<file path="src/hw/spl_pkg.sv">
// Shared constants and carrier types for the serial-in parallel-out latch
package spl_pkg;

    // Register widths and depths
    localparam int SPL_WIDTH = 8;
    localparam int SPL_FIFO_DEPTH = 4;
    localparam int SPL_CNT_W = 3;

    // Stage positions
    localparam int SPL_FIRST_STAGE = 0;
    localparam int SPL_LAST_STAGE = 7;

    // Reset values
    localparam logic [7:0] SPL_SHIFT_RST = 8'h00;
    localparam logic [7:0] SPL_STORE_RST = 8'h00;
    localparam logic [7:0] SPL_CLEAR_VAL = 8'h00;
    localparam logic [7:0] SPL_PAR_IDLE = 8'h00;
    localparam logic SPL_CLK_PREV_RST = 1'b1;

    // Pin-side control inputs from the controller
    typedef struct packed {
        logic serial_data_in;
        logic shift_stage_clock;
        logic shift_clear_n;
        logic store_load_clock;
        logic out_enable_n;
    } spl_pins_in_t;

    // Pin-side outputs; oe bits are high while the device drives the pin
    typedef struct packed {
        logic [7:0] parallel_outputs;
        logic [7:0] parallel_outputs_oe;
        logic cascade_serial_out;
    } spl_pins_out_t;

    // Edge events found in one system clock
    typedef struct packed {
        logic shift_edge;
        logic load_edge;
    } spl_events_t;

endpackage

</file>
<file path="src/hw/spl_fifo.sv">
// Small valid/ready FIFO with parameterised width and depth
`timescale 1ns/1ps
`default_nettype none

module spl_fifo #(
    parameter int WIDTH = 8,
    parameter int DEPTH = 4
) (
    // Clock and reset
    input wire logic clk_i,
    input wire logic rst_i,
    // Fill side
    input wire logic in_valid_i,
    output logic in_ready_o,
    input wire logic [WIDTH-1:0] in_data_i,
    // Drain side
    output logic out_valid_o,
    input wire logic out_ready_i,
    output logic [WIDTH-1:0] out_data_o
);

    localparam int AW = $clog2(DEPTH);

    logic [WIDTH-1:0] mem_r [DEPTH];
    logic [AW-1:0] wr_ptr_r;
    logic [AW-1:0] wr_ptr_nxt;
    logic [AW-1:0] rd_ptr_r;
    logic [AW-1:0] rd_ptr_nxt;
    logic [AW:0] count_r;
    logic [AW:0] count_nxt;
    logic push;
    logic pop;

    // Honest full and empty flags
    assign in_ready_o = (count_r != (AW+1)'(DEPTH));
    assign out_valid_o = (count_r != '0);
    assign out_data_o = mem_r[rd_ptr_r];
    assign push = in_valid_i && in_ready_o;
    assign pop = out_valid_o && out_ready_i;

    // Pointer and count update
    always_comb
    begin
        wr_ptr_nxt = wr_ptr_r;
        rd_ptr_nxt = rd_ptr_r;
        count_nxt = count_r;
        if (push)
        begin
            wr_ptr_nxt = (wr_ptr_r == AW'(DEPTH - 1)) ? '0 : wr_ptr_r + 1'b1;
        end
        if (pop)
        begin
            rd_ptr_nxt = (rd_ptr_r == AW'(DEPTH - 1)) ? '0 : rd_ptr_r + 1'b1;
        end
        if (push && !pop)
        begin
            count_nxt = count_r + 1'b1;
        end
        else if (pop && !push)
        begin
            count_nxt = count_r - 1'b1;
        end
    end

    // Pointer registers
    always_ff @(posedge clk_i or posedge rst_i)
    begin
        if (rst_i)
        begin
            wr_ptr_r <= '0;
            rd_ptr_r <= '0;
            count_r <= '0;
        end
        else
        begin
            wr_ptr_r <= wr_ptr_nxt;
            rd_ptr_r <= rd_ptr_nxt;
            count_r <= count_nxt;
        end
    end

    // Storage array, written on push only
    always_ff @(posedge clk_i)
    begin
        if (push)
        begin
            mem_r[wr_ptr_r] <= in_data_i;
        end
    end

endmodule

`default_nettype wire

</file>
<file path="src/hw/spl_latch.sv">
// Serial-in parallel-out latch: shift register, storage register, snapshot FIFO
//
// Operation
// - Eight shift stages feed an eight-bit storage register that drives the parallel outputs.
// - Both the shift clock and the load clock act only on rising edges.
// - With both clocks tied together the storage register trails the shift register by one.
// - Output enable high puts the parallel outputs in high impedance, low lets them drive.
// - The cascade output is always driven, whatever the output enable does.
// - Clear low forces every shift stage to zero; a load edge during clear loads zero into the storage register.
// - A shift edge with clear high takes the serial input into stage one and moves the rest up.
// - A load edge with clear high copies all eight shift stages into the storage register.
// - On coincident edges the storage register takes the contents from before the shift.
// - Register contents carry no meaning until the controller has initialised them.
`timescale 1ns/1ps
`default_nettype none

module spl_latch (
    // Clock and reset
    input wire logic clk_i,
    input wire logic rst_i,
    // Controller-side pins
    input wire spl_pkg::spl_pins_in_t pins_i,
    // Device output pins
    output spl_pkg::spl_pins_out_t pins_o,
    // Stream of loaded storage words
    output logic snap_valid_o,
    input wire logic snap_ready_i,
    output logic [spl_pkg::SPL_WIDTH-1:0] snap_data_o,
    // Snapshot FIFO has room; a load while low drops its snapshot
    output logic snap_space_o,
    // Sticky flag: a snapshot was dropped for lack of room
    output logic snap_lost_o
);

    import spl_pkg::*;

    // Shift register and its next value
    logic [SPL_WIDTH-1:0] shift_r;
    logic [SPL_WIDTH-1:0] shift_nxt;
    // Storage register and its next value
    logic [SPL_WIDTH-1:0] store_r;
    logic [SPL_WIDTH-1:0] store_nxt;
    // Previous clock levels for edge detection
    logic sclk_prev_r;
    logic sclk_prev_nxt;
    logic lclk_prev_r;
    logic lclk_prev_nxt;
    // Registered pin drivers
    logic [SPL_WIDTH-1:0] par_r;
    logic [SPL_WIDTH-1:0] par_nxt;
    logic [SPL_WIDTH-1:0] par_oe_r;
    logic [SPL_WIDTH-1:0] par_oe_nxt;
    logic cascade_r;
    logic cascade_nxt;
    // Snapshot bookkeeping
    logic lost_r;
    logic lost_nxt;
    logic fifo_in_ready;
    // Per-stage shifted value
    logic [SPL_WIDTH-1:0] shifted;
    // Edge events of this cycle
    spl_events_t ev;

    // Rising edges only; falling edges and steady levels do nothing
    assign ev.shift_edge = pins_i.shift_stage_clock && !sclk_prev_r;
    assign ev.load_edge = pins_i.store_load_clock && !lclk_prev_r;

    // Clock level history
    always_comb
    begin
        sclk_prev_nxt = pins_i.shift_stage_clock;
        lclk_prev_nxt = pins_i.store_load_clock;
    end

    // Each stage takes the stage before it; stage one takes the serial input
    genvar gi;
    generate
        for (gi = 0; gi < SPL_WIDTH; gi++)
        begin : g_stage
            if (gi == SPL_FIRST_STAGE)
            begin : g_first
                assign shifted[gi] = pins_i.serial_data_in;
            end
            else
            begin : g_rest
                assign shifted[gi] = shift_r[gi-1];
            end
        end
    endgenerate

    // Shift register next value; clear overrides input and clocks
    always_comb
    begin
        shift_nxt = shift_r;
        if (!pins_i.shift_clear_n)
        begin
            shift_nxt = SPL_CLEAR_VAL;
        end
        else if (ev.shift_edge)
        begin
            shift_nxt = shifted;
        end
    end

    // Storage register samples the pre-shift contents on a load edge with clear high
    always_comb
    begin
        store_nxt = store_r;
        if (ev.load_edge)
        begin
            // Old shift_r is used even on a coincident shift edge
            if (pins_i.shift_clear_n)
            begin
                store_nxt = shift_r;
            end
            else
            begin
                store_nxt = SPL_CLEAR_VAL; // Clear wins over a same-cycle load
            end
        end
    end

    // Pin drivers; output enable only gates the drivers, never the contents
    always_comb
    begin
        cascade_nxt = shift_nxt[SPL_LAST_STAGE];
        if (pins_i.out_enable_n)
        begin
            par_oe_nxt = '0;
            par_nxt = SPL_PAR_IDLE;
        end
        else
        begin
            par_oe_nxt = '1;
            par_nxt = store_nxt;
        end
    end

    // Snapshot loss flag: set by a load that finds the FIFO full
    always_comb
    begin
        lost_nxt = lost_r;
        if (ev.load_edge && !fifo_in_ready)
        begin
            lost_nxt = 1'b1;
        end
    end

    // Edge history registers; start high so a high clock at release is no edge
    always_ff @(posedge clk_i or posedge rst_i)
    begin
        if (rst_i)
        begin
            sclk_prev_r <= SPL_CLK_PREV_RST;
            lclk_prev_r <= SPL_CLK_PREV_RST;
        end
        else
        begin
            sclk_prev_r <= sclk_prev_nxt;
            lclk_prev_r <= lclk_prev_nxt;
        end
    end

    // Shift and storage registers; reset gives a known start for simulation
    always_ff @(posedge clk_i or posedge rst_i)
    begin
        if (rst_i)
        begin
            shift_r <= SPL_SHIFT_RST;
            store_r <= SPL_STORE_RST;
        end
        else
        begin
            shift_r <= shift_nxt;
            store_r <= store_nxt;
        end
    end

    // Pin driver registers
    always_ff @(posedge clk_i or posedge rst_i)
    begin
        if (rst_i)
        begin
            par_r <= SPL_PAR_IDLE;
            par_oe_r <= '0;
            cascade_r <= 1'b0;
            lost_r <= 1'b0;
        end
        else
        begin
            par_r <= par_nxt;
            par_oe_r <= par_oe_nxt;
            cascade_r <= cascade_nxt;
            lost_r <= lost_nxt;
        end
    end

    // Output pins; cascade has no enable and is always driven
    assign pins_o.parallel_outputs = par_r;
    assign pins_o.parallel_outputs_oe = par_oe_r;
    assign pins_o.cascade_serial_out = cascade_r;
    assign snap_lost_o = lost_r;
    assign snap_space_o = fifo_in_ready;

    // Each loaded storage word is queued for the user side while the FIFO has room
    spl_fifo #(
        .WIDTH(SPL_WIDTH),
        .DEPTH(SPL_FIFO_DEPTH)
    ) u_snap_fifo (
        .clk_i(clk_i),
        .rst_i(rst_i),
        .in_valid_i(ev.load_edge),
        .in_ready_o(fifo_in_ready),
        .in_data_i(store_nxt),
        .out_valid_o(snap_valid_o),
        .out_ready_i(snap_ready_i),
        .out_data_o(snap_data_o)
    );

endmodule

`default_nettype wire

</file>
<file path="config.mk">
export PLATFORM = sky130hd
export DESIGN_NAME = spl_latch
export DESIGN_NICKNAME = d
export VERILOG_FILES = /design/src/hw/spl_pkg.sv /design/src/hw/spl_fifo.sv /design/src/hw/spl_latch.sv
export SDC_FILE = /design/constraint.sdc
export NUM_CORES = 1
export LEC_CHECK = 0
export BUFFER_PORTS_ARGS = -buffer_cell sky130_fd_sc_hd__buf_2
export CORE_MARGIN = 4
export CORE_UTILIZATION = 53
export CTS_BUF_LIST = sky130_fd_sc_hd__clkbuf_2 sky130_fd_sc_hd__clkbuf_4 sky130_fd_sc_hd__clkbuf_8
export CTS_CLUSTER_SIZE = 25
export DETAILED_ROUTE_END_ITERATION = 10
export PLACE_DENSITY = 0.74
export SLEW_MARGIN = 0
export SYNTH_ARGS = -nofsm -noshare
export SYNTH_HDL_FRONTEND = slang
export SYNTH_SLANG_ARGS = --single-unit
</file>
<file path="constraint.sdc">
create_clock -name clk_i -period 2 [get_ports clk_i]
set_input_delay 0.3 -clock clk_i [delete_from_list [all_inputs] [get_ports clk_i]]
set_output_delay 0.3 -clock clk_i [all_outputs]
set_load 0.1 [all_outputs]
</file>
# After elaboration in Yosys (flattened, before gate mapping)

Memories as Yosys holds them, arrays and structs flattened.
Index checks and enable logic that the tools add are counted.

Add/subtract/negate cells: 4
Eq/ne operators: 4
Multiplexer cells: 12
Reductions and logical operators: 14

Operators by type and width:

| operator              | count |
|---|---|
| $mux W8               | 6 |
| $logic_and A1 B1 Y1   | 7 |
| $mux W3               | 2 |
| $logic_not A1 Y1      | 5 |
| $add A2 B1 Y2 const B | 2 |
| $eq A2 B2 Y1 const B  | 2 |
| $mux W2               | 2 |
| $add A3 B1 Y3 const B | 1 |
| $ne A3 B3 Y1 const B  | 1 |
| $reduce_bool A3 Y1    | 1 |
| $sub A3 B1 Y3 const B | 1 |
| $mux W1               | 2 |
| $ne A2 B1 Y1 const B  | 1 |
| $reduce_bool A2 Y1    | 1 |

Flip-flop bits (word level): 42
Memory bits (writable): 32
Input bits: 8
Output and inout port bits: 28
Logic and storage cells: 46
Memories kept: 1

Memories:

| name              | depth | width | read ports | clocked after Yosys merged registers in | write ports | RTL line       | RTL |
|---|---|---|---|---|---|---|---|
| u_snap_fifo.mem_r | 4     | 8     | 1          | 0                                       | 1           | spl_fifo.sv:24 | `logic [WIDTH-1:0] mem_r [DEPTH];` |

# Logic depth before layout (Yosys ltp)

Depth after elaboration: 7
Depth in mapped cells: 10
Mapped depth without buffers: 8

# Hierarchy

Synthesis repeated with hierarchy kept, for this count alone.

Cells, all modules: 185
Area, all modules: 2798.9 sq um

Modules (own cells, without submodules):

| module    | instances | cells each | area an instance (sq um) |
|---|---|---|---|
| spl_fifo  | 1         | 80         | 1602.8 |
| spl_latch | 1         | 105        | 1196.1 |

# Worst setup path after synthesis

OpenSTA, ideal clock, no wires.

Path type: register -> register
Start: register u_snap_fifo.count_r[0]
End: register u_snap_fifo.count_r[2]
Setup time: 0.079 ns
Data arrival time: 2.083 ns
Slack: -0.162 ns
Stages on the path, launching flop included: 9
Clock period less this slack: 2.162 ns
Cells stage by stage: dfrtp_1 or3_4 nand2_2 ha_1 inv_1 fa_1 xor2_1 nor2_1 xor2_1

Word-level cells in the longest chain between the ends: 5
Elaborated cells on any way between the ends: 13
Those cells by class: add/sub (2); eq/ne (1); mux (2); reduce/logical (8)

RTL lines:

| item                                          | RTL line        | RTL |
|---|---|---|
| start, declared                               | spl_fifo.sv:29  | `logic [AW:0] count_r;` |
| start signal, assigned                        | spl_fifo.sv:78  | `count_r <= count_nxt;` |
| $reduce_bool A3 Y1 (*)                        | spl_fifo.sv:36  | `assign out_valid_o = (count_r != '0);` |
| via snap_valid_o                              | spl_latch.sv:26 | `output logic snap_valid_o,` |
| $logic_and A1 B1 Y1 (*)                       | spl_fifo.sv:39  | `assign pop = out_valid_o && out_ready_i;` |
| $logic_not A1 Y1                              | spl_fifo.sv:55  | `if (push && !pop)` |
| $logic_and A1 B1 Y1                           | spl_fifo.sv:55  |  |
| $mux W3 or $reduce_bool A2 Y1 (tied branches) | -               |  |

Mark *: on every way through the listed nets, which the timed path passes. The rest lies on a longest branch. The select of a mux whose other input is x is not followed.
A chain may end at the register's enable or synchronous reset.

# Worst setup path after layout

Start: register u_snap_fifo.rd_ptr_r[1]
End: output port snap_data_o[3] (netlist bit)

Word-level cells in the longest chain between the ends: 1

RTL lines:

| item                   | RTL line        | RTL |
|---|---|---|
| start, declared        | spl_fifo.sv:27  | `logic [AW-1:0] rd_ptr_r;` |
| start signal, assigned | spl_fifo.sv:77  | `rd_ptr_r <= rd_ptr_nxt;` |
| $mem_v2 Z4 W8          | -               |  |
| end, declared          | spl_latch.sv:28 | `output logic [spl_pkg::SPL_WIDTH-1:0] snap_data_o,` |

Every way passes these cells.

==> results.sh <==
export IMPL_status="finished clean"
export IMPL_synthTopCellsByCount="33 x dfrtp_1, 33 x nand2_1, 32 x edfxtp_1, 9 x buf_4"
export IMPL_internal_power_mw=2.921
export IMPL_wl_um=4907
export IMPL_synth_top_family_by_area="simple AND/OR/NAND/NOR gates"
export IMPL_die_w_um=79.71
export IMPL_p_comb_share_pct=41.1
export IMPL_syn_mean_instance_area_um2=14.89
export IMPL_setup_slack_ns=0.05293
export IMPL_ys_types=28
export IMPL_p_leak_nw=1.418
export IMPL_slowest_delay_ns=0.61
export IMPL_final_area_um2=3248
export IMPL_power_density_nw_per_um2=1497
export IMPL_clock_skew_ns=0.01070
export IMPL_yosys_area_top_type_share_pct=35.26
export IMPL_drv_slew=0
export IMPL_yosysSeqAreaShare_pct=67.49
export IMPL_synth_area_leaders="edfxtp_1 35%, dfrtp_1 30%, mux4_2 6.6%"
export IMPL_dp_cells=275
export IMPL_critical_path_class="reg -> out"
export IMPL_slew_headroom_pct=66.93
export IMPL_synthArstFlopShare_pct=52.24
export IMPL_place_ws_ns=0.01300
export IMPL_grt_overflow=0
export IMPL_synth_fa_ha_area_share_pct=3.489
export IMPL_synth_cells=183
export IMPL_ant_nets=0
export IMPL_die_height_um=79.71
export IMPL_root_buffer="clkbuf_8"
export IMPL_io_pins=36
export IMPL_min_path_type="in -> async"
export IMPL_p_sw_share_pct=39.94
export IMPL_fmax_mhz=513.6
export IMPL_dieArea_um2=6353
export IMPL_gp_congestion=0.7944
export IMPL_critPathMaxFanout=10
export IMPL_start_kind="flop"
export IMPL_rsz0062_at_grt="yes"
export IMPL_synth_simple_gate_area_share_pct=10.10
export IMPL_cts_max_level=3
export IMPL_power_frac_seq_pct=35.4
export IMPL_yosysWarnings=0
export IMPL_crit_chain="mux4_2, buf_2"
export IMPL_n_antenna_cell=0
export IMPL_grt_pass1_vias=1654
export IMPL_crit_family="flip-flops"
export IMPL_grt_pass1_wl_um=8342
export IMPL_area_growth_pct=19.19
export IMPL_postSynthNetCount=198
export IMPL_vias_per_cell=5.127
export IMPL_tritoncts="built"
export IMPL_crit_buf_inv=1
export IMPL_layout_min_cycle_time_ns=1.947
export IMPL_critPathSlowestCell="dfrtp_1"
export IMPL_core_area_um2=4848
export IMPL_cp_required_ns=1.70
export IMPL_grt_max_degree=36
export IMPL_drv_cap=0
export IMPL_start_util_pct=56.21
export IMPL_clk_latency_ns=0.33
export IMPL_grt_usage_pct=18.09
export IMPL_clock_sinks=67
export IMPL_num_vias=1533
export IMPL_hold_viol=0
export IMPL_syn_area_um2=2725
export IMPL_synth_ff_type="dfrtp_1"
export IMPL_vdd_ir_drop_max_mv=0.9325
export IMPL_crit_arrival_ns=1.65
export IMPL_synth_top_area_cell="edfxtp_1"
export IMPL_io_buffer_count=35
export IMPL_synth_compound_area_share_pct=4.545
export IMPL_post_drt_wl_per_cell_um=16.41
export IMPL_cts_made_buffers=9
export IMPL_synth_seq_cells=67
export IMPL_clock_path_buffers=2
export IMPL_fin_cells=299
export IMPL_synthXorXnorAreaFrac_pct=0.9642
export IMPL_fp_row_count=25
export IMPL_finalNetCount=242
export IMPL_cts_clk_slew_worst_paths_ns=0.07
export IMPL_hpwlAfterDp_um=3448
export IMPL_worst_pin_slew_ns=0.4995
export IMPL_drc=0
export IMPL_drt_iter0_drc=71
export IMPL_antenna_found_initial=0
export IMPL_synth_edf_count=32
export IMPL_drive_gt1_share_pct=39.66
export IMPL_clkPwrFrac_pct=23.5
export IMPL_finalCritPeriodShare_pct=97.35
export IMPL_finalSetupViolations=0
export IMPL_end_kind="output port"
export IMPL_placed_area_um2=2950
export IMPL_firstDrtPassIters=4
export IMPL_p_sw_mw=1.942
export IMPL_muxShareOfSynthArea_pct=8.953
==> final timing paths <==
| kind | from | end | slack [ns] | depth (start not counted) |
|---|---|---|---|---|
| max in group asynchronous | rst_i | lclk_prev_r$_DFF_PP1_ | 1.61 | 3 |
| setup reg to reg | u_snap_fifo.count_r[1]$_DFFE_PP0P_ | u_snap_fifo.count_r[2]$_DFFE_PP0P_ | 0.08 | 8 |
| setup / recovery | u_snap_fifo.rd_ptr_r[1]$_DFFE_PP0P_ | snap_data_o[3] | 0.05 | 2 |
| hold / removal | rst_i | shift_r[1]$_DFFE_PP0P_ | 0.06 | 3 |
| min in group clk_i | pins_i[3] | sclk_prev_r$_DFF_PP1_ | 0.09 | 1 |
| hold reg to reg | snap_lost_o$_DFFE_PP0P_ | snap_lost_o$_DFFE_PP0P_ | 0.48 | 1 |
==> stage by stage <==
step	utilization, %	hold WS, ns	setup TNS (ns)	power (mW)
after global placement	60.85	0.4010	0	3.487
after CTS	66.14	0.05990	0	4.809
after detailed placement	60.85	0.4142	0	3.562
after global routing	66.99	0.08084	-0.01503	5.077
final	66.99	0.05710	0	4.863
after floorplan	-	0.3045	-0.07315	3.287
==> logic make-up (layout without fill, tap and decap cells) <==
logic type	Yosys count	in the layout
adder cells (fa/ha/maj)	7	7
AND/OR/NAND/NOR	54	54
buffers and inverters	21	70
flip-flops	67	67
multiplexers	13	13
AO/OA/AOI/OAI	18	18
XOR/XNOR	3	3
==> cells in the final DEF, fill, tap and decap left out, drive strengths merged, types with 5 or more instances in the layout <==
cell	synthesis	final
inv	5	5
ha	6	6
nand2	34	34
buf	12	49
nand4b	8	8
clkbuf	4	14
dfrtp	33	33
a21oi	9	9
edfxtp	32	32
mux2	5	5
a21boi	8	8
mux4	8	8
==> registers in the layout, indices dropped and copies added, names as in the netlist <==
signal,count
store_r,8
shift_r,8
par_oe_r,1
u_snap_fifo.rd_ptr_r,2
u_snap_fifo.count_r,3
u_snap_fifo.mem_r,32
lclk_prev_r,1
snap_lost_o,1
sclk_prev_r,1
par_r,8
u_snap_fifo.wr_ptr_r,2
==> worst reg2reg max path, stage by stage, from the launching register on <==
cell,delay [ns]
dfrtp_1,0.39
or3_4,0.41
nand2_4,0.08
ha_4,0.13
inv_2,0.03
fa_2,0.34
xor2_1,0.16
nor2_1,0.14
xor2_1,0.16
==> repair_timing <==
action | 4_1_cts | 5_1_grt
gates resized for setup | 3 | 15
hold buffers | 0 | 0
pin swaps | 1 | 1
hold endpoints to repair | 0 | 0
buffers inserted | 6 | 2
endpoints found under the setup margin | 9 | 8
==> per-layer routing <==
layer  vias up  wire [um]  track usage, %
li1        724          -               -
met5         -          0               0
met2        33       2705           32.05
met3         7        199           4.628
met1       769       1930           20.49
met4         0         72           7.904
==> power by group through the flow <==
stage / clock, mW / sequential (mW) / combinational [mW]
2_1_floorplan: 0 / 1.79 / 1.50
3_3_place_gp: 0 / 1.79 / 1.70
3_5_place_dp: 0 / 1.82 / 1.74
4_1_cts: 1.16 / 1.72 / 1.93
5_1_grt: 1.23 / 1.74 / 2.10
6_report: 1.14 / 1.72 / 2.00
==> final cells by class <==
type	count	area, um^2
multi-input combinational	95	788.3
clock buffer	14	173.9
fill	349	1600
clock inverter	2	35.03
inverter	5	18.77
tap	67	83.83
timing repair buffer	49	306.5
sequential	67	1842
(Power assumes the default switching activity.)
